==> src/sdram_cfg_regs.svh <==
/*
  Register indexes, field positions, reset values and delay codes of
  the SDRAM timing and idle configuration block.
  Assumes inclusion by bare name; definitions only.
*/
`ifndef SDRAM_CFG_REGS_SVH
`define SDRAM_CFG_REGS_SVH
// register indexes, byte address is four times the index
`define IDX_CONTROL 14'h0400
`define IDX_INT_STATUS 14'h0402
`define IDX_INT_MASK 14'h0404
`define IDX_GEOMETRY 14'h0408
`define IDX_REF_INTERVAL 14'h0410
`define IDX_LATE_LIMIT 14'h0412
`define IDX_IDLE_CMD 14'h0420
`define IDX_IDLE_ADDR 14'h0422
// reset values
`define RST_CONTROL 16'h0000
`define RST_GEOMETRY 16'h0130
`define RST_REF_INTERVAL 16'h0400
`define RST_LATE_LIMIT 16'h0004
`define RST_IDLE_CMD 16'h001F
`define RST_IDLE_ADDR 16'h0000
// writable bits, the rest read as zero
`define MASK_CONTROL 16'h8001
`define MASK_INT 16'h0001
`define MASK_GEOMETRY 16'h07FF
`define MASK_IDLE_CMD 16'h001F
`define MASK_IDLE_ADDR 16'h0FFF
// field positions
`define CTL_EN 0
`define STS_LATE 0
`define GEO_COL_HI 1
`define GEO_COL_LO 0
`define GEO_CL 2
`define GEO_RC_HI 4
`define GEO_RC_LO 3
`define GEO_CP_HI 6
`define GEO_CP_LO 5
`define GEO_PC_HI 8
`define GEO_PC_LO 7
`define GEO_RS_HI 10
`define GEO_RS_LO 9
`define IDL_CAS 0
`define IDL_RAS 1
`define IDL_WE 2
`define IDL_BS_HI 4
`define IDL_BS_LO 3
`define IDL_ADDR_HI 11
// delay codes in clock cycles
`define DLY_CODE0 4'h4
`define RC_CODE1 4'h2
`define RS_CODE0 4'hF
`define RS_CODE2 4'h3
`define RS_CODE3 4'h7
`define GAP_SAT 4'hF
// column masks for 256, 512 and 1024 columns
`define COLMASK_256 12'h00FF
`define COLMASK_512 12'h01FF
`define COLMASK_1024 12'h03FF
// bus answers
`define RESP_OKAY 2'h0
`define RESP_SLVERR 2'h2
`endif

==> src/sdram_cfg_pkg.sv <==
/*
  Types of the SDRAM timing and idle configuration block: command
  codes and the state records of its three modules.
  Assumes nothing of its surroundings.
*/
package sdram_cfg_pkg;
  typedef enum logic [1:0] {
    op_activate, op_read, op_write, op_precharge
  } mem_op_e;

  typedef struct packed {
    logic aw_got;
    logic [15:0] awaddr;
    logic w_got;
    logic [15:0] wdata;
    logic [1:0] wstrb;
    logic bvalid;
    logic [1:0] bresp;
    logic ar_got;
    logic [15:0] araddr;
    logic rvalid;
    logic [15:0] rdata;
    logic [1:0] rresp;
  } axil_s;

  typedef struct packed {
    logic [15:0] cyc;
    logic [15:0] pend;
    logic late;
  } refresh_s;

  typedef struct packed {
    logic [15:0] ctrl;
    logic [15:0] geometry;
    logic [15:0] ref_interval;
    logic [15:0] late_limit;
    logic [15:0] idle_cmd;
    logic [15:0] idle_addr;
    logic [15:0] int_status;
    logic [15:0] int_mask;
    logic live;
    logic cas_n;
    logic ras_n;
    logic we_n;
    logic [1:0] bs;
    logic [11:0] addr;
    logic [3:0][3:0] gap;
    logic row_open;
    logic [2:0] rd_pipe;
    logic irq;
  } ctrl_s;
endpackage

==> src/sdram_timing_idle_config.sv <==
/*
  SDRAM timing and idle configuration: register file on AXI4-Lite,
  command spacing, periodic refresh, lateness interrupt and the
  command, bank and address pins with their idle values.
  Assumes the user command port and the pins share aclk.
*/
`timescale 1ns/1ns
`include "sdram_cfg_regs.svh"
module sdram_timing_idle_config (
  input wire logic aclk,
  input wire logic aresetn,
  input wire logic [15:0] awaddr,
  input wire logic awvalid,
  output logic awready,
  input wire logic [31:0] wdata,
  input wire logic [3:0] wstrb,
  input wire logic wvalid,
  output logic wready,
  output logic [1:0] bresp,
  output logic bvalid,
  input wire logic bready,
  input wire logic [15:0] araddr,
  input wire logic arvalid,
  output logic arready,
  output logic [31:0] rdata,
  output logic [1:0] rresp,
  output logic rvalid,
  input wire logic rready,
  input wire logic cmd_valid,
  output logic cmd_ready,
  input wire sdram_cfg_pkg::mem_op_e cmd_op,
  input wire logic [1:0] cmd_bank,
  input wire logic [11:0] cmd_addr,
  output logic mem_column_strobe_n,
  output logic mem_row_strobe_n,
  output logic mem_write_strobe_n,
  output logic [1:0] mem_bank_select,
  output logic [11:0] mem_address_bus,
  output logic read_capture,
  output logic irq
);
  sdram_cfg_pkg::ctrl_s st_ff;
  sdram_cfg_pkg::ctrl_s nxt_st;
  logic wr_go;
  logic [13:0] wr_idx;
  logic [15:0] wr_data;
  logic [1:0] wr_be;
  logic wr_hit;
  logic rd_go;
  logic [13:0] rd_idx;
  logic [15:0] rd_data;
  logic rd_hit;
  logic en;
  logic ref_req;
  logic late_event;
  logic [3:0] rc_dly;
  logic [3:0] cp_dly;
  logic [3:0] pc_dly;
  logic [3:0] rs_dly;
  logic [11:0] col_mask;
  logic pre_ok;
  logic issue_ref;
  logic issue_user;
  logic [3:0] issue_kind;

  // merge a bus write into a register through lanes and writable bits
  function automatic logic [15:0] merge16(
    input logic [15:0] old,
    input logic [15:0] data,
    input logic [1:0] be,
    input logic [15:0] wmask
  );
    logic [15:0] lanes;
    lanes = {{8{be[1]}}, {8{be[0]}}} & wmask;
    merge16 = (old & ~lanes) | (data & lanes);
  endfunction

  // two-bit spacing code, zero stands for four cycles
  function automatic logic [3:0] dly4(input logic [1:0] code);
    dly4 = (code == 2'h0) ? `DLY_CODE0 : {2'h0, code};
  endfunction

  sdram_cfg_axil u_bus (
    .aclk(aclk),
    .aresetn(aresetn),
    .awaddr(awaddr),
    .awvalid(awvalid),
    .awready(awready),
    .wdata(wdata),
    .wstrb(wstrb),
    .wvalid(wvalid),
    .wready(wready),
    .bresp(bresp),
    .bvalid(bvalid),
    .bready(bready),
    .araddr(araddr),
    .arvalid(arvalid),
    .arready(arready),
    .rdata(rdata),
    .rresp(rresp),
    .rvalid(rvalid),
    .rready(rready),
    .wr_go(wr_go),
    .wr_idx(wr_idx),
    .wr_data(wr_data),
    .wr_be(wr_be),
    .wr_hit(wr_hit),
    .rd_go(rd_go),
    .rd_idx(rd_idx),
    .rd_data(rd_data),
    .rd_hit(rd_hit)
  );

  sdram_refresh_track u_refresh (
    .aclk(aclk),
    .aresetn(aresetn),
    .enable(en),
    .interval(st_ff.ref_interval),
    .late_limit(st_ff.late_limit),
    .refresh_done(issue_ref),
    .refresh_req(ref_req),
    .pending_count(),
    .late_event(late_event)
  );

  assign en = st_ff.ctrl[`CTL_EN];

  // register map decode for writes and reads
  always_comb begin
    wr_hit = 1'b1;
    case (wr_idx)
      `IDX_CONTROL, `IDX_INT_STATUS, `IDX_INT_MASK, `IDX_GEOMETRY,
      `IDX_REF_INTERVAL, `IDX_LATE_LIMIT, `IDX_IDLE_CMD,
      `IDX_IDLE_ADDR: wr_hit = 1'b1;
      default: wr_hit = 1'b0;
    endcase
    rd_hit = 1'b1;
    case (rd_idx)
      `IDX_CONTROL: rd_data = st_ff.ctrl;
      `IDX_INT_STATUS: rd_data = st_ff.int_status;
      `IDX_INT_MASK: rd_data = st_ff.int_mask;
      `IDX_GEOMETRY: rd_data = st_ff.geometry;
      `IDX_REF_INTERVAL: rd_data = st_ff.ref_interval;
      `IDX_LATE_LIMIT: rd_data = st_ff.late_limit;
      `IDX_IDLE_CMD: rd_data = st_ff.idle_cmd;
      `IDX_IDLE_ADDR: rd_data = st_ff.idle_addr;
      default: begin
        rd_data = 16'h0000;
        rd_hit = 1'b0;
      end
    endcase
  end

  // spacing and geometry decode
  always_comb begin
    rc_dly = st_ff.geometry[`GEO_RC_HI:`GEO_RC_LO] == 2'h1 ? `RC_CODE1 :
      dly4(st_ff.geometry[`GEO_RC_HI:`GEO_RC_LO]);
    cp_dly = dly4(st_ff.geometry[`GEO_CP_HI:`GEO_CP_LO]);
    pc_dly = dly4(st_ff.geometry[`GEO_PC_HI:`GEO_PC_LO]);
    case (st_ff.geometry[`GEO_RS_HI:`GEO_RS_LO])
      2'h2: rs_dly = `RS_CODE2;
      2'h3: rs_dly = `RS_CODE3;
      default: rs_dly = `RS_CODE0;
    endcase
    case (st_ff.geometry[`GEO_COL_HI:`GEO_COL_LO])
      2'h1: col_mask = `COLMASK_512;
      2'h2: col_mask = `COLMASK_1024;
      default: col_mask = `COLMASK_256;
    endcase
  end

  // command admission: refresh first, user only when spacing allows
  always_comb begin
    pre_ok = st_ff.gap[2] >= pc_dly;
    issue_ref = en && ref_req && pre_ok && !st_ff.row_open &&
      st_ff.gap[3] >= rs_dly;
    cmd_ready = 1'b0;
    if (en && pre_ok && !issue_ref) begin
      case (cmd_op)
        sdram_cfg_pkg::op_activate:
          cmd_ready = !st_ff.row_open && !ref_req;
        sdram_cfg_pkg::op_read, sdram_cfg_pkg::op_write:
          cmd_ready = st_ff.row_open && st_ff.gap[0] >= rc_dly;
        sdram_cfg_pkg::op_precharge:
          cmd_ready = st_ff.row_open && st_ff.gap[1] >= cp_dly;
        default: cmd_ready = 1'b0;
      endcase
    end
    issue_user = cmd_valid && cmd_ready;
    issue_kind[0] = issue_user && cmd_op == sdram_cfg_pkg::op_activate;
    issue_kind[1] = issue_user && (cmd_op == sdram_cfg_pkg::op_read ||
      cmd_op == sdram_cfg_pkg::op_write);
    issue_kind[2] = issue_user && cmd_op == sdram_cfg_pkg::op_precharge;
    issue_kind[3] = issue_ref;
  end

  // next state: registers, status, spacing counters and pins
  always_comb begin
    nxt_st = st_ff;
    if (wr_go) begin
      case (wr_idx)
        `IDX_CONTROL: nxt_st.ctrl =
          merge16(st_ff.ctrl, wr_data, wr_be, `MASK_CONTROL);
        `IDX_INT_MASK: nxt_st.int_mask =
          merge16(st_ff.int_mask, wr_data, wr_be, `MASK_INT);
        `IDX_GEOMETRY: nxt_st.geometry =
          merge16(st_ff.geometry, wr_data, wr_be, `MASK_GEOMETRY);
        `IDX_REF_INTERVAL: nxt_st.ref_interval =
          merge16(st_ff.ref_interval, wr_data, wr_be, 16'hFFFF);
        `IDX_LATE_LIMIT: nxt_st.late_limit =
          merge16(st_ff.late_limit, wr_data, wr_be, 16'hFFFF);
        `IDX_IDLE_CMD: nxt_st.idle_cmd =
          merge16(st_ff.idle_cmd, wr_data, wr_be, `MASK_IDLE_CMD);
        `IDX_IDLE_ADDR: nxt_st.idle_addr =
          merge16(st_ff.idle_addr, wr_data, wr_be, `MASK_IDLE_ADDR);
        default: nxt_st.ctrl = st_ff.ctrl;
      endcase
    end
    // read of status clears it, a new event in that cycle still lands
    if (rd_go && rd_idx == `IDX_INT_STATUS) begin
      nxt_st.int_status = 16'h0000;
    end
    if (late_event) begin
      nxt_st.int_status[`STS_LATE] = 1'b1;
    end
    nxt_st.irq = |(nxt_st.int_status & nxt_st.int_mask);
    // cycles since each command kind, saturating
    for (int i = 0; i < 4; i++) begin
      if (issue_kind[i]) begin
        nxt_st.gap[i] = 4'h0;
      end else if (st_ff.gap[i] != `GAP_SAT) begin
        nxt_st.gap[i] = st_ff.gap[i] + 4'h1;
      end
    end
    if (issue_kind[0]) begin
      nxt_st.row_open = 1'b1;
    end else if (issue_kind[2]) begin
      nxt_st.row_open = 1'b0;
    end
    nxt_st.rd_pipe = {st_ff.rd_pipe[1:0],
      issue_user && cmd_op == sdram_cfg_pkg::op_read};
    nxt_st.live = en;
    // pins: idle values while disabled, no-op or command while enabled
    if (!en) begin
      nxt_st.cas_n = st_ff.idle_cmd[`IDL_CAS];
      nxt_st.ras_n = st_ff.idle_cmd[`IDL_RAS];
      nxt_st.we_n = st_ff.idle_cmd[`IDL_WE];
      nxt_st.bs = st_ff.idle_cmd[`IDL_BS_HI:`IDL_BS_LO];
      nxt_st.addr = st_ff.idle_addr[`IDL_ADDR_HI:0];
    end else begin
      nxt_st.cas_n = 1'b1;
      nxt_st.ras_n = 1'b1;
      nxt_st.we_n = 1'b1;
      if (issue_ref) begin
        nxt_st.cas_n = 1'b0;
        nxt_st.ras_n = 1'b0;
      end else if (issue_user) begin
        nxt_st.bs = cmd_bank;
        nxt_st.addr = cmd_addr;
        case (cmd_op)
          sdram_cfg_pkg::op_activate: nxt_st.ras_n = 1'b0;
          sdram_cfg_pkg::op_read: begin
            nxt_st.cas_n = 1'b0;
            nxt_st.addr = cmd_addr & col_mask;
          end
          sdram_cfg_pkg::op_write: begin
            nxt_st.cas_n = 1'b0;
            nxt_st.we_n = 1'b0;
            nxt_st.addr = cmd_addr & col_mask;
          end
          default: begin
            nxt_st.ras_n = 1'b0;
            nxt_st.we_n = 1'b0;
          end
        endcase
      end
    end
    if (!aresetn) begin
      nxt_st = '0;
      nxt_st.ctrl = `RST_CONTROL;
      nxt_st.geometry = `RST_GEOMETRY;
      nxt_st.ref_interval = `RST_REF_INTERVAL;
      nxt_st.late_limit = `RST_LATE_LIMIT;
      nxt_st.idle_cmd = `RST_IDLE_CMD;
      nxt_st.idle_addr = `RST_IDLE_ADDR;
      nxt_st.cas_n = 1'b1;
      nxt_st.ras_n = 1'b1;
      nxt_st.we_n = 1'b1;
      nxt_st.bs = 2'h3;
      nxt_st.gap = {4{`GAP_SAT}};
    end
  end

  // state register
  always_ff @(posedge aclk) begin
    st_ff <= nxt_st;
  end

  // outputs straight from state
  assign mem_column_strobe_n = st_ff.cas_n;
  assign mem_row_strobe_n = st_ff.ras_n;
  assign mem_write_strobe_n = st_ff.we_n;
  assign mem_bank_select = st_ff.bs;
  assign mem_address_bus = st_ff.addr;
  assign read_capture = st_ff.geometry[`GEO_CL] ?
    st_ff.rd_pipe[2] : st_ff.rd_pipe[1];
  assign irq = st_ff.irq;

  // pin decode for the checks below
  logic pin_act;
  logic pin_col;
  logic pin_pre;
  logic pin_ref;
  logic pin_rd;
  assign pin_act = st_ff.live && !st_ff.ras_n && st_ff.cas_n && st_ff.we_n;
  assign pin_col = st_ff.live && st_ff.ras_n && !st_ff.cas_n;
  assign pin_pre = st_ff.live && !st_ff.ras_n && st_ff.cas_n && !st_ff.we_n;
  assign pin_ref = st_ff.live && !st_ff.ras_n && !st_ff.cas_n && st_ff.we_n;
  assign pin_rd = pin_col && st_ff.we_n;
endmodule

==> src/sdram_cfg_axil.sv <==
/*
  AXI4-Lite slave that turns bus transfers into one-cycle register
  write and read strokes with 14-bit word indexes.
  Assumes the register owner answers hit and read data combinationally.
*/
`timescale 1ns/1ns
`include "sdram_cfg_regs.svh"
module sdram_cfg_axil (
  input wire logic aclk,
  input wire logic aresetn,
  input wire logic [15:0] awaddr,
  input wire logic awvalid,
  output logic awready,
  input wire logic [31:0] wdata,
  input wire logic [3:0] wstrb,
  input wire logic wvalid,
  output logic wready,
  output logic [1:0] bresp,
  output logic bvalid,
  input wire logic bready,
  input wire logic [15:0] araddr,
  input wire logic arvalid,
  output logic arready,
  output logic [31:0] rdata,
  output logic [1:0] rresp,
  output logic rvalid,
  input wire logic rready,
  output logic wr_go,
  output logic [13:0] wr_idx,
  output logic [15:0] wr_data,
  output logic [1:0] wr_be,
  input wire logic wr_hit,
  output logic rd_go,
  output logic [13:0] rd_idx,
  input wire logic [15:0] rd_data,
  input wire logic rd_hit
);
  sdram_cfg_pkg::axil_s st_ff;
  sdram_cfg_pkg::axil_s nxt_st;

  // channel readiness and strokes toward the register file
  assign awready = ~st_ff.aw_got & ~st_ff.bvalid;
  assign wready = ~st_ff.w_got & ~st_ff.bvalid;
  assign arready = ~st_ff.ar_got & ~st_ff.rvalid;
  assign wr_go = st_ff.aw_got & st_ff.w_got & ~st_ff.bvalid;
  assign rd_go = st_ff.ar_got & ~st_ff.rvalid;
  assign wr_idx = st_ff.awaddr[15:2];
  assign rd_idx = st_ff.araddr[15:2];
  assign wr_data = st_ff.wdata;
  assign wr_be = st_ff.wstrb;
  assign bvalid = st_ff.bvalid;
  assign bresp = st_ff.bresp;
  assign rvalid = st_ff.rvalid;
  assign rresp = st_ff.rresp;
  assign rdata = {16'h0000, st_ff.rdata};

  // address and data are taken in either order, answer follows both
  always_comb begin
    nxt_st = st_ff;
    if (awvalid && awready) begin
      nxt_st.aw_got = 1'b1;
      nxt_st.awaddr = awaddr;
    end
    if (wvalid && wready) begin
      nxt_st.w_got = 1'b1;
      nxt_st.wdata = wdata[15:0];
      nxt_st.wstrb = wstrb[1:0];
    end
    if (wr_go) begin
      nxt_st.aw_got = 1'b0;
      nxt_st.w_got = 1'b0;
      nxt_st.bvalid = 1'b1;
      nxt_st.bresp = wr_hit ? `RESP_OKAY : `RESP_SLVERR;
    end
    if (st_ff.bvalid && bready) begin
      nxt_st.bvalid = 1'b0;
    end
    if (arvalid && arready) begin
      nxt_st.ar_got = 1'b1;
      nxt_st.araddr = araddr;
    end
    if (rd_go) begin
      nxt_st.ar_got = 1'b0;
      nxt_st.rvalid = 1'b1;
      nxt_st.rdata = rd_hit ? rd_data : 16'h0000;
      nxt_st.rresp = rd_hit ? `RESP_OKAY : `RESP_SLVERR;
    end
    if (st_ff.rvalid && rready) begin
      nxt_st.rvalid = 1'b0;
    end
    if (!aresetn) begin
      nxt_st = '0;
    end
  end

  // state register
  always_ff @(posedge aclk) begin
    st_ff <= nxt_st;
  end
endmodule

==> src/sdram_refresh_track.sv <==
/*
  Refresh interval counter and pending-refresh tracker with the
  lateness check.
  Assumes refresh_done pulses once per refresh put on the pins.
*/
`timescale 1ns/1ns
module sdram_refresh_track (
  input wire logic aclk,
  input wire logic aresetn,
  input wire logic enable,
  input wire logic [15:0] interval,
  input wire logic [15:0] late_limit,
  input wire logic refresh_done,
  output logic refresh_req,
  output logic [15:0] pending_count,
  output logic late_event
);
  sdram_cfg_pkg::refresh_s st_ff;
  sdram_cfg_pkg::refresh_s nxt_st;
  logic tick;

  assign refresh_req = st_ff.pend != 16'h0000;
  assign pending_count = st_ff.pend;
  assign late_event = st_ff.late;

  // interval elapsed, zero interval stops the schedule
  assign tick = enable && interval != 16'h0000 &&
    st_ff.cyc >= interval - 16'h0001;

  // cycle count, pending intervals and lateness pulse
  always_comb begin
    nxt_st = st_ff;
    nxt_st.late = 1'b0;
    if (!enable) begin
      nxt_st.cyc = 16'h0000;
      nxt_st.pend = 16'h0000;
    end else begin
      nxt_st.cyc = tick ? 16'h0000 : st_ff.cyc + 16'h0001;
      if (tick && !refresh_done && st_ff.pend != 16'hFFFF) begin
        nxt_st.pend = st_ff.pend + 16'h0001;
      end else if (!tick && refresh_done && st_ff.pend != 16'h0000) begin
        nxt_st.pend = st_ff.pend - 16'h0001;
      end
      nxt_st.late = tick && late_limit != 16'h0000 &&
        nxt_st.pend >= late_limit;
    end
    if (!aresetn) begin
      nxt_st = '0;
    end
  end

  // state register
  always_ff @(posedge aclk) begin
    st_ff <= nxt_st;
  end
endmodule

==> config.mk <==
export PLATFORM = sky130hd
export DESIGN_NAME = sdram_timing_idle_config
export DESIGN_NICKNAME = d
export VERILOG_FILES = /design/src/sdram_cfg_pkg.sv /design/src/sdram_timing_idle_config.sv /design/src/sdram_cfg_axil.sv /design/src/sdram_refresh_track.sv
export VERILOG_INCLUDE_DIRS = /design/src
export SDC_FILE = /design/constraint.sdc
export NUM_CORES = 1
export LEC_CHECK = 0
export BUFFER_PORTS_ARGS = -buffer_cell sky130_fd_sc_hd__buf_2
export CAP_MARGIN = 40
export CORE_UTILIZATION = 35
export DETAILED_ROUTE_END_ITERATION = 6
export HOLD_SLACK_MARGIN = 0.12
export PLACE_DENSITY = 0.6
export SETUP_SLACK_MARGIN = 0.15
export SLEW_MARGIN = 10
export SYNTH_ARGS = -nofsm -noshare
export SYNTH_HDL_FRONTEND = slang
export SYNTH_SLANG_ARGS = --single-unit
==> constraint.sdc <==
create_clock -name aclk -period 4.4 [get_ports aclk]
set_input_delay 1.32 -clock aclk [delete_from_list [all_inputs] [get_ports aclk]]
set_output_delay 1.32 -clock aclk [all_outputs]
set_load 0.02 [all_outputs]
# ---- Word-level counts from Yosys, hierarchy flattened
# Index checks and enable logic that the tools add are counted.
dict set report word_totals {
  ff_bits 274
  inputBits 92
  out_inout_bits 61
  elab_cells 224
}
dict set report op_classes {
  n_addsub 8
  magnitude_cmp 6
  n_eq_ne 31
  n_mux 40
  n_bitwise 41
  reduce_logical 63
}
# operator count
set op_table {}
lappend op_table {{14-bit by 11-bit equality test with 1-bit output, second input constant} 16}
lappend op_table {{16-bit bitwise AND} 10}
lappend op_table {{16-bit case mux with 8 select lines} 1}
lappend op_table {{16-bit 2-to-1 mux} 7}
lappend op_table {{16-bit OR} 7}
lappend op_table {{16-bit nonzero test} 3}
lappend op_table {{17-bit 2-to-1 mux} 2}
lappend op_table {{16-bit by 1-bit adder with 16-bit output, second input constant} 2}
lappend op_table {{16-bit greater-or-equal comparator} 2}
lappend op_table {{4-bit 2-to-1 mux} 8}
lappend op_table {{16-bit inverter} 2}
lappend op_table {{16-bit by 1-bit subtractor with 16-bit output, second input constant} 2}
lappend op_table {{1-bit logical AND} 28}
lappend op_table {{10-bit case mux with 2 select lines} 1}
lappend op_table {{4-bit by 1-bit adder with 4-bit output, second input constant} 4}
lappend op_table {{16-bit by 1-bit bitwise AND with 16-bit output} 1}
lappend op_table {{16-bit by 11-bit bitwise AND with 16-bit output} 1}
lappend op_table {{16-bit by 12-bit bitwise AND with 16-bit output} 1}
lappend op_table {{16-bit by 5-bit bitwise AND with 16-bit output} 1}
lappend op_table {{16-bit inequality test, second input constant} 1}
lappend op_table {{4-bit inequality test, second input constant} 4}
lappend op_table {{1-bit inverter with 16-bit output} 1}
lappend op_table {{11-bit inverter with 16-bit output} 1}
lappend op_table {{12-bit inverter with 16-bit output} 1}
lappend op_table {{other kinds (26)} 82}

# ---- Longest topological paths before layout
# Gate-level depths: netlist of the first run.
dict set report logic_depth {
  ltp_word 13
  mapped_depth 23
  ltp_nobuf 23
}

# ---- Modules after synthesis
# Synthesis of the first run repeated with hierarchy kept, for this count alone.
dict set report unflattened {
  cells_unflattened 1368
  area_unflattened_um2 11431.0
}
# module n_inst cells_per_inst area_each_um2 seq_area_each_um2
set modules_own_cells {}
lappend modules_own_cells {sdram_timing_idle_config 1 595 5077.4 2042.0}
lappend modules_own_cells {sdram_cfg_axil 1 392 3310.7 1381.3}
lappend modules_own_cells {sdram_refresh_track 1 381 3042.9 660.6}

# ---- Least setup slack after synthesis of the first run
# No wires, ideal clock.
dict set report synth_path {
  path_type {register -> register}
  start {register (tool-made name)}
  end {register u_refresh.st_ff, in the netlist u_refresh.late_event}
  setup_ps 118
  arrival_time_ps 4395
  t_required_ps 4282
  setup_slack_ps -112
  path_stages_with_launch 21
  n_path_buf 0
  synth_period_minus_slack_ps 4512
  path_cell_list {dfxtp_1 or4_1 nor3_1 nand2b_1 nor3b_1 xnor2_1 ha_1 a41oi_1 nand3_1 a21oi_1 o21ai_0 nand3_1 a41oi_1 nor2_1 xor2_1 ha_1 a21o_1 a21o_1 a21oi_1 o21ai_0 o2111a_1}
}
# element line
set synth_rtl {}
lappend synth_rtl {{end signal: assignment} sdram_refresh_track.sv:54} ;# st_ff <= nxt_st;
lappend synth_rtl {{end: declaration} sdram_refresh_track.sv:18} ;# sdram_cfg_pkg::refresh_s st_ff;

==> results.json, run 1 <==
{
  "ant_nets": 0,
  "synth_ff_type": "dfxtp_1",
  "layout_commonest_cell": "dfxtp_1",
  "crit_end": "u_refresh.late_event",
  "gr-total-overflow": 0,
  "maxCapViolCount": 0,
  "rr_endpoint": "u_refresh.late_event",
  "port_buffers": 112,
  "slew_headroom": 0.3939,
  "clk_pin_slew_ns": 0.06,
  "synth_area_per_cell_um2": 8.521,
  "clock_path_buffers": 3,
  "grt_max_degree": 122,
  "ir_drop_v": 0.0002586,
  "multi_input_area_um2": 5941,
  "post-place-cells": 1715,
  "clock-sinks": 204,
  "syn2layout_area_growth_pct": 17.84,
  "syn_area_um2": 10590,
  "async_reset_ff_frac": 0,
  "yosysSeqAreaShare": 0.3856,
  "violations": "DRC, setup timing",
  "path_class": "register to register",
  "yosysWarnings": 0,
  "whs_ns": 0.4315,
  "firstDrtPassIters": 7,
  "htree_num_levels": 1,
  "final_cell_mix": "dfxtp_1 (204), nand2_1 (197), buf_2 (111), nor2_1 (81), a21boi_0 (70)",
  "layout_min_cycle_time_ns": 4.519,
  "ys_ff_latch": 204,
  "totalWireLength_um": 28160,
  "cts_tree": "done",
  "clock_latency_ns": 0.54,
  "drt_drc_violations_left": 2,
  "leakagePower_nw": 5.071,
  "synth_top_area_frac": 0.3856,
  "slew_violations": 0,
  "holdBufCountCts": 0,
  "core_um2": 29720,
  "dp_worst_setup_slack_ns": -0.3749,
  "synth_edf_count": 0,
  "fmax_mhz": 221.3,
  "regArea_um2": 4084,
  "cts_made_buffers": 24,
  "fin_ws_ns": -0.1188,
  "holdCritPathClass": "register to register",
  "fillerInstances": 2963,
  "die_w_um": 176.0,
  "worstPathRequired_ns": 4.86,
  "cts_setup_buffers": 0,
  "setup_violations": 1,
  "final_cells": 1758,
  "dpl.hpwl_um": 21080,
  "worstPathArrival_ns": 4.98,
  "rsz0062_at_grt": "yes",
  "fin_skew_ns": 0.02626,
  "die_area_um2": 30960,
  "timing.final.crit_share": 1.027,
  "ys_types": 63,
  "drive_gt1_frac": 0.1725,
  "antenna_found_initial": 0,
  "reg2regPathDepth": 20,
  "wl_per_cell_um": 16.02,
  "grt_pass1_vias": 8359,
  "fin_util": 0.4200,
  "io_pins": 153,
  "synthCells": 1243,
  "regToRegSetupSlack_ns": -0.12,
  "gp_congestion": 0.8693,
  "setup_tns_ns": -0.1188,
  "row_count": 63,
  "p_per_area_nw_per_um2": 369.2,
  "grt.total_usage": 0.1821,
  "grt_pass1_wl_um": 45080,
  "die_y_um": 176.0,
  "cp-start-kind": "register",
  "viasPerCell": 5.039,
  "drt_iter0_markers": 526,
  "synthTopCellsByArea": "dfxtp_1 (39%), nand2_1 (7.1%), ha_1 (6.5%)",
  "root_buffer": "clkbuf_16",
  "outcome": "finished, violations left",
  "final_hold_viol_count": 0,
  "diodes": 0,
  "route.vias.total": 8858,
  "hold_start": "st_ff[1]",
  "endpoint_kind": "register",
  "final_nets": 1498,
  "worst_pin_slew_ns": 0.9058,
  "cp_max_fo": 6,
  "initial_utilization": 0.3564,
  "synth_top_area_cell": "dfxtp_1"
}
## timing repair
item | 4_1_cts | 5_1_grt
endpoints found under the hold margin | 0 | 0
cloned | 0 | 0
resized for setup | 13 | 5
endpoints found under the setup margin | 1 | 2
pin swaps | 5 | 1
## final cells by class
type / instances / share of cell area
flip-flops and latches: 204 / 0.3272
well taps: 390 / 0.03910
inverters: 41 / 0.01233
multi-input cells: 912 / 0.4760
clock inverters: 5 / 0.007218
clock buffers: 38 / 0.05714
repair buffers: 168 / 0.08100
## power by group
| group | switching, mW | total (mW) | leakage, nW | internal [mW] |
|---|---|---|---|---|
| Sequential | 0.105 | 2.05 | 1.66 | 1.94 |
| Combinational | 0.290 | 0.547 | 3.02 | 0.257 |
| Clock | 0.787 | 2.01 | 0.392 | 1.23 |
## cell usage after synthesis, types with 8 or more instances
cell type and count:
dfxtp_1 204, nor3_1 11, nor4_1 19, nand2_1 199, nor2_1 81, a22oi_1 8
buf_4 50, and2_1 23, xor2_1 18, inv_1 41, nand4_1 10, nor2b_1 61
a21boi_0 70, xnor2_1 28, o21ai_0 56, a21o_1 12, a21oi_1 20, mux2i_1 59
ha_1 55, a221oi_1 11, nand3_1 32, nand2b_1 13, a222oi_1 11, clkbuf_1 49
## metrics by stage
step	power (mW)	instance area, um^2
6_report	4.608	12480
5_1_grt	4.816	12480
4_1_cts	4.656	12450
3_5_place_dp	2.635	11600
3_3_place_gp	2.608	11540
2_1_floorplan	2.484	10680
## worst max-delay path, cell delays in order (launching register included)
cell and delay, ns:
dfxtp_1 0.31, or4_4 0.58, buf_4 0.18, nor4_4 0.21, nand2_1 0.11, xor2_1 0.16
ha_1 0.32, o2111ai_1 0.12, a31oi_1 0.18, buf_4 0.15, nand2_2 0.11, o211ai_1 0.40
nand2_1 0.17, xor2_2 0.19, ha_1 0.28, nor2b_1 0.12, o21ai_0 0.08, a21oi_1 0.13
o21ai_1 0.10, a2111oi_2 0.34, o2111a_1 0.21
## kinds of logic (layout without fill, tap and decap cells)
kind of cell | count (synthesis) | after routing | synth area share
AOI/OAI and AO/OA | 231 | 231 | 0.1516
xor gates and xnor gates | 46 | 46 | 0.03804
adders and majority gates | 55 | 55 | 0.06497
buffers and inverters | 144 | 252 | 0.06970
DFF | 204 | 204 | 0.3856
muxes | 61 | 61 | 0.05789
other | 1 | 18 | 0.0003541
and+or+nand+nor | 501 | 501 | 0.2319
## worst min path at each step
stage | end | slack [ns] | cells past startpoint
after floorplan | st_ff[2] | 0.41 | 1
after global placement | st_ff[2] | 0.42 | 1
after detailed placement | st_ff[2] | 0.42 | 1
after CTS | st_ff[2] | 0.43 | 1
after global routing | st_ff[2] | 0.46 | 1
final | st_ff[2] | 0.43 | 1
## per-layer routing
metal  up-vias  GRT usage  wire length (um)
met5         -          0                 0
met4         0    0.07138               902
met3        42    0.02519              1433
met2       257     0.2955             12860
met1      4087     0.2436             12960
li1       4472          -                 -
Note: power is estimated with default switching activity, not from simulation.
==> run 2, diff against run 1 <==
- BUFFER_PORTS_ARGS: -buffer_cell sky130_fd_sc_hd__buf_2 -> -buffer_cell sky130_fd_sc_hd__clkbuf_2
==> run 2 against run 1 <==
Effect of this change: the flow finishes with violations (setup timing); non-clock buffer count grew 4; first-iteration DRC count shrank 21%; sequential share of layout area shrank 0.28 points; register-to-register slack gained 0.07 ns; via count shrank 0.38%; global-route usage shrank 0.059 points; routed wire length shrank 0.39%; clock-buffer cell count shrank 4; critical path depth is the same; setup slack gained 0.068 ns; worst hold slack gained 0.0066 ns; utilization grew 0.36 points.
==> results.json, run 2 (synthesized netlist as in run 1, its figures left out) <==
{
  "p_sw_mw": 1.193,
  "worstPathRequired_ns": 4.86,
  "clock_latency_ns": 0.52,
  "grt_pass1_wl_um": 45100,
  "regToRegSetupSlack_ns": -0.05,
  "route.vias.total": 8824,
  "slew_headroom": 0.3737,
  "dp_worst_setup_slack_ns": -0.3689,
  "slew_violations": 0,
  "htree_num_levels": 1,
  "rsz0062_at_grt": "yes",
  "ir_drop_v": 0.0003045,
  "rr_endpoint": "u_refresh.late_event",
  "switching_share": 0.2565,
  "timing.final.crit_share": 1.012,
  "power_frac_comb": 0.116,
  "fillerInstances": 2979,
  "grt_pass1_vias": 8445,
  "syn2layout_area_growth_pct": 18.84,
  "path_cells": "or4_4 -> buf_4 -> nor4_4 -> nand2_1 -> xor2_1 -> ha_1 -> nand3_1 -> a31oi_1 -> buf_4 -> nand2_4 -> o211ai_1 -> nand2_1 -> xor2_2 -> ha_1 -> nor2b_1 -> o21ai_0 -> a21oi_1 -> o21ai_1 -> a2111oi_2 -> o2111a_1",
  "hold_start": "st_ff[1]",
  "fin_skew_ns": 0.01908,
  "row_count": 63,
  "reg2regPathDepth": 20,
  "fin_ws_ns": -0.05083,
  "path_class": "register to register",
  "cts_made_buffers": 24,
  "clock_path_buffers": 3,
  "cp-start-kind": "register",
  "holdBufCountCts": 0,
  "layout_min_cycle_time_ns": 4.451,
  "cts_tree": "done",
  "final_hold_viol_count": 0,
  "setup_tns_ns": -0.05083,
  "maxCapViolCount": 0,
  "final_cell_mix": "dfxtp_1 (204), nand2_1 (197), clkbuf_2 (111), nor2_1 (80), a21boi_0 (70)",
  "firstDrtPassIters": 5,
  "totalWireLength_um": 28050,
  "cp_num_buf_inv": 2,
  "gp_congestion": 0.8629,
  "viasPerCell": 5.005,
  "cp_max_fo": 6,
  "p_per_area_nw_per_um2": 369.5,
  "worstPathArrival_ns": 4.92,
  "initial_utilization": 0.3564,
  "dpl.hpwl_um": 21040,
  "power_frac_seq": 0.440,
  "path_depth": 20,
  "whs_ns": 0.4381,
  "p_int_mw": 3.458,
  "ant_nets": 0,
  "wl_per_cell_um": 15.91,
  "crit_slowest_cell": "or4_4",
  "root_buffer": "clkbuf_16",
  "outcome": "finished, violations left",
  "endpoint_kind": "register",
  "clockPowerShare": 0.444,
  "drive_gt1_frac": 0.1850,
  "holdCritPathClass": "register to register",
  "core_um2": 29720,
  "die_w_um": 176.0,
  "die_area_um2": 30960,
  "leakagePower_nw": 5.112,
  "power_mw": 4.650,
  "worst_pin_slew_ns": 0.9359,
  "clk_pin_slew_ns": 0.06,
  "violations": "setup timing",
  "fmax_mhz": 224.7,
  "grt_max_degree": 122,
  "diodes": 0,
  "gr-total-overflow": 0,
  "critPathTopFamily": "compound AO/OA/AOI/OAI gates",
  "setup_violations": 1,
  "multi_input_area_um2": 5979,
  "grt.total_usage": 0.1815,
  "holdPathEnd": "st_ff[2]",
  "hold_path_depth": 1,
  "final_nets": 1502,
  "die_y_um": 176.0,
  "layout_commonest_cell": "dfxtp_1",
  "regArea_um2": 4084,
  "clock-sinks": 204,
  "io_pins": 153,
  "antenna_found_initial": 0,
  "critPathMaxStageDelay_ns": 0.57,
  "drt_drc_violations_left": 0,
  "port_buffers": 112,
  "drt_iter0_markers": 417
}
[run 2: cell count changes in the layout (fill, tap and decap cells not counted), moves of 2 or more]
| cell | before | now |
|---|---|---|
| a41oi_1 | 4 | 2 |
| a41oi_2 | 0 | 2 |
| buf_2 | 111 | 0 |
| buf_4 | 53 | 58 |
| clkbuf_1 | 8 | 2 |
| clkbuf_2 | 0 | 111 |
| clkbuf_8 | 6 | 8 |
| clkinv_2 | 1 | 3 |
| clkinvlp_4 | 0 | 2 |
[run 2: worst max path at each step]
stage | start | endpoint | slack (ns)
after global placement | register | u_refresh.late_event | -0.28
after CTS | register | u_refresh.late_event | -0.10
after global routing | register | u_refresh.late_event | -0.31
after floorplan | register | u_refresh.late_event | 0.19
after detailed placement | register | u_refresh.late_event | -0.37
final | register | u_refresh.late_event | -0.05
[run 2: routing by layer]
layer	track usage	routed length, um	up-vias
li1	-	-	4485
met1	0.2400	13110	4080
met2	0.2986	12810	203
met3	0.02692	1165	56
met4	0.06667	961	0
met5	0	0	-
[run 2: area by class of cell]
cell class,count,area share
Clock buffer,34,0.05706
Clock inverter,10,0.01004
Inverter,41,0.01223
Multi-Input combinational cell,912,0.4750
Sequential cell,204,0.3245
Tap cell,390,0.03877
Timing Repair Buffer,172,0.08241
[run 2: worst reg2reg max path, cell delays in order (launching register included)]
cell and delay (ns):
dfxtp_1 0.31, or4_4 0.57, buf_4 0.17, nor4_4 0.23, nand2_1 0.11, xor2_1 0.15
ha_1 0.34, nand3_1 0.12, a31oi_1 0.18, buf_4 0.16, nand2_4 0.08, o211ai_1 0.37
nand2_1 0.15, xor2_2 0.19, ha_1 0.28, nor2b_1 0.12, o21ai_0 0.08, a21oi_1 0.13
o21ai_1 0.09, a2111oi_2 0.33, o2111a_1 0.24
[run 2: timing repair]
action,4_1_cts,5_1_grt
pin swaps,18,2
hold endpoints to repair,0,0
buffers inserted,5,0
setup endpoints to repair,1,2
gates resized for setup,20,7
[run 2: per-stage QoR]
step                        util  cell area (um^2)  std cells
after detailed placement  0.3899             11590       1714
final                     0.4236             12590       1763
after global routing      0.4236             12590       1763
after global placement    0.3885             11540       1710
after floorplan                -             10680       1260
after CTS                 0.4225             12560       1763
[run 2: power groups by stage]
stage / clock, mW / combinational [mW] / sequential, mW
after floorplan: 0 / 0.431 / 2.05
after global placement: 0 / 0.525 / 2.08
after detailed placement: 0 / 0.546 / 2.09
after CTS: 2.10 / 0.547 / 2.05
after global routing: 2.19 / 0.622 / 2.06
final: 2.06 / 0.539 / 2.05
==> run 3, diff against run 2 <==
- CELL_PAD_IN_SITES_DETAIL_PLACEMENT: default -> 0
- CELL_PAD_IN_SITES_GLOBAL_PLACEMENT: default -> 1
- PLACE_DENSITY: 0.6 -> 0.72
- clock period: 4.4 -> 5.3 ns (I/O delays scaled with it)
==> run 3 against run 2 <==
Effect of this change: global-route usage up 0.32 points; sequential cell count is the same; die area is the same; critical endpoint is now cmd_ready; the run now ends clean; first-iteration DRC count up 16%; utilization decreased by 1.4 points.
==> results.json, run 3 (synthesized netlist as in run 1, its figures left out) <==
{
  "drt_drc_violations_left": 0,
  "die_y_um": 176.0,
  "worst_pin_slew_ns": 0.8123,
  "syn2layout_area_growth_pct": 15.00,
  "clk_pin_slew_ns": 0.06,
  "slew_headroom": 0.4445,
  "final_nets": 1466,
  "leakagePower_nw": 4.905,
  "row_count": 63,
  "endpoint_kind": "primary output",
  "wl_per_cell_um": 16.34,
  "power_frac_comb": 0.114,
  "p_sw_mw": 0.9666,
  "gp_congestion": 0.8720,
  "setup_violations": 0,
  "initial_utilization": 0.3564,
  "grt.total_usage": 0.1847,
  "worstPathArrival_ns": 3.22,
  "diodes": 0,
  "power_frac_seq": 0.437,
  "ir_drop_v": 0.0002028,
  "maxCapViolCount": 0,
  "totalWireLength_um": 28180,
  "outcome": "completed",
  "setup_tns_ns": 0,
  "clock_path_buffers": 3,
  "clock-sinks": 204,
  "timing.final.crit_share": 0.9080,
  "grt_pass1_wl_um": 45700,
  "final_cell_mix": "dfxtp_1 (204), nand2_1 (198), clkbuf_2 (111), nor2_1 (81), a21boi_0 (70)",
  "io_pins": 153,
  "gr-total-overflow": 0,
  "layout_min_cycle_time_ns": 4.813,
  "dpl.hpwl_um": 21190,
  "design_area_um2": 12180,
  "p_int_mw": 2.923,
  "reg2regPathDepth": 20,
  "slew_violations": 0,
  "cts_tree": "done",
  "route.vias.total": 8659,
  "die_w_um": 176.0,
  "drt_iter0_markers": 484,
  "clock_latency_ns": 0.51,
  "p_per_area_nw_per_um2": 319.4,
  "rsz0062_at_grt": "no",
  "switching_share": 0.2485,
  "cp_max_fo": 3,
  "final_hold_viol_count": 0,
  "cp-start-kind": "input port",
  "firstDrtPassIters": 4,
  "crit_end": "cmd_ready",
  "crit_slowest_cell": "a2111oi_0",
  "fmax_mhz": 207.8,
  "holdBufCountCts": 0,
  "ant_nets": 0,
  "fin_skew_ns": 0.007997,
  "worstPathRequired_ns": 3.71,
  "drive_gt1_frac": 0.1461,
  "critPathMaxStageDelay_ns": 0.76,
  "clockPowerShare": 0.450,
  "root_buffer": "clkbuf_16",
  "htree_num_levels": 1,
  "regToRegSetupSlack_ns": 0.58,
  "layout_commonest_cell": "dfxtp_1",
  "crit_start": "cmd_op[0]",
  "rr_endpoint": "u_refresh.late_event",
  "viasPerCell": 5.020,
  "fillerInstances": 2980,
  "crit_top_cell": "clkbuf_2",
  "holdCritPathClass": "register to register",
  "path_class": "input port to primary output",
  "core_um2": 29720,
  "die_area_um2": 30960,
  "path_cells": "clkbuf_2 -> ha_1 -> nor3b_1 -> a2111oi_0 -> o21a_1 -> clkbuf_2",
  "port_buffers": 112,
  "antenna_found_initial": 0,
  "grt_max_degree": 63,
  "grt_pass1_vias": 8413,
  "place_area_um2": 11320,
  "cts_made_buffers": 23
}
==> run 3: repair_timing <==
| action | 4_1_cts | 5_1_grt |
|---|---|---|
| cloned | 0 | 0 |
| setup endpoints to repair | 1 | 1 |
| gates resized for setup | 1 | 8 |
| setup buffers | 0 | 0 |
==> run 3: per-layer routing <==
metal	wire, um	vias up	track usage
li1	-	4410	-
met1	13200	4028	0.2485
met2	13150	181	0.3068
met3	1255	40	0.02735
met4	584	0	0.05000
met5	0	-	0
==> run 3: worst min-delay path by stage <==
stage / endpoint / from / cells after the start
2_1_floorplan: st_ff[2] / st_ff[1] / 1
3_3_place_gp: st_ff[2] / st_ff[1] / 1
3_5_place_dp: st_ff[2] / st_ff[1] / 1
4_1_cts: st_ff[2] / st_ff[1] / 1
5_1_grt: st_ff[3] / st_ff[2] / 1
6_report: u_bus.rdata[3] / u_bus.rdata[3] / 1
==> run 3: power by group through the flow <==
stage                     Combinational [mW]  Sequential (mW)  Clock [mW]
after floorplan                        0.357             1.70           0
after global placement                 0.432             1.73           0
after detailed placement               0.446             1.73           0
after CTS                              0.447             1.70        1.79
after global routing                   0.508             1.71        1.85
final                                  0.442             1.70        1.75
==> run 3: worst max-delay path: cells and delay by family <==
family	cells	cell delay, ns
compound gates	2	0.99
buf+inv	2	0.27
fa+ha+maj	1	0.23
simple gates	1	0.15
==> run 3: final cells by class <==
| type | instances | area [um^2] | share of cell area |
|---|---|---|---|
| Tap cell | 390 | 488.0 | 0.04006 |
| Sequential cell | 204 | 4084 | 0.3353 |
| Clock inverter | 9 | 170.2 | 0.01397 |
| Clock buffer | 32 | 659.4 | 0.05413 |
| Inverter | 41 | 153.9 | 0.01263 |
| Timing Repair Buffer | 137 | 762.0 | 0.06256 |
| Multi-Input combinational cell | 912 | 5863 | 0.4814 |
==> run 3: stage by stage <==
stage               setup WS, ns  utilization  cells  hold WS (ns)  power (mW)
finish                    0.4874       0.4099   1725        0.4521       3.890
global route              0.1661       0.4099   1725        0.4680       4.074
CTS                       0.1789       0.4089   1725        0.4493       3.933
detailed placement        0.1784       0.3810   1684        0.4236       2.177
global placement          0.1778       0.3788   1677        0.4212       2.162
floorplan                 0.7879            -   1260        0.4119       2.062
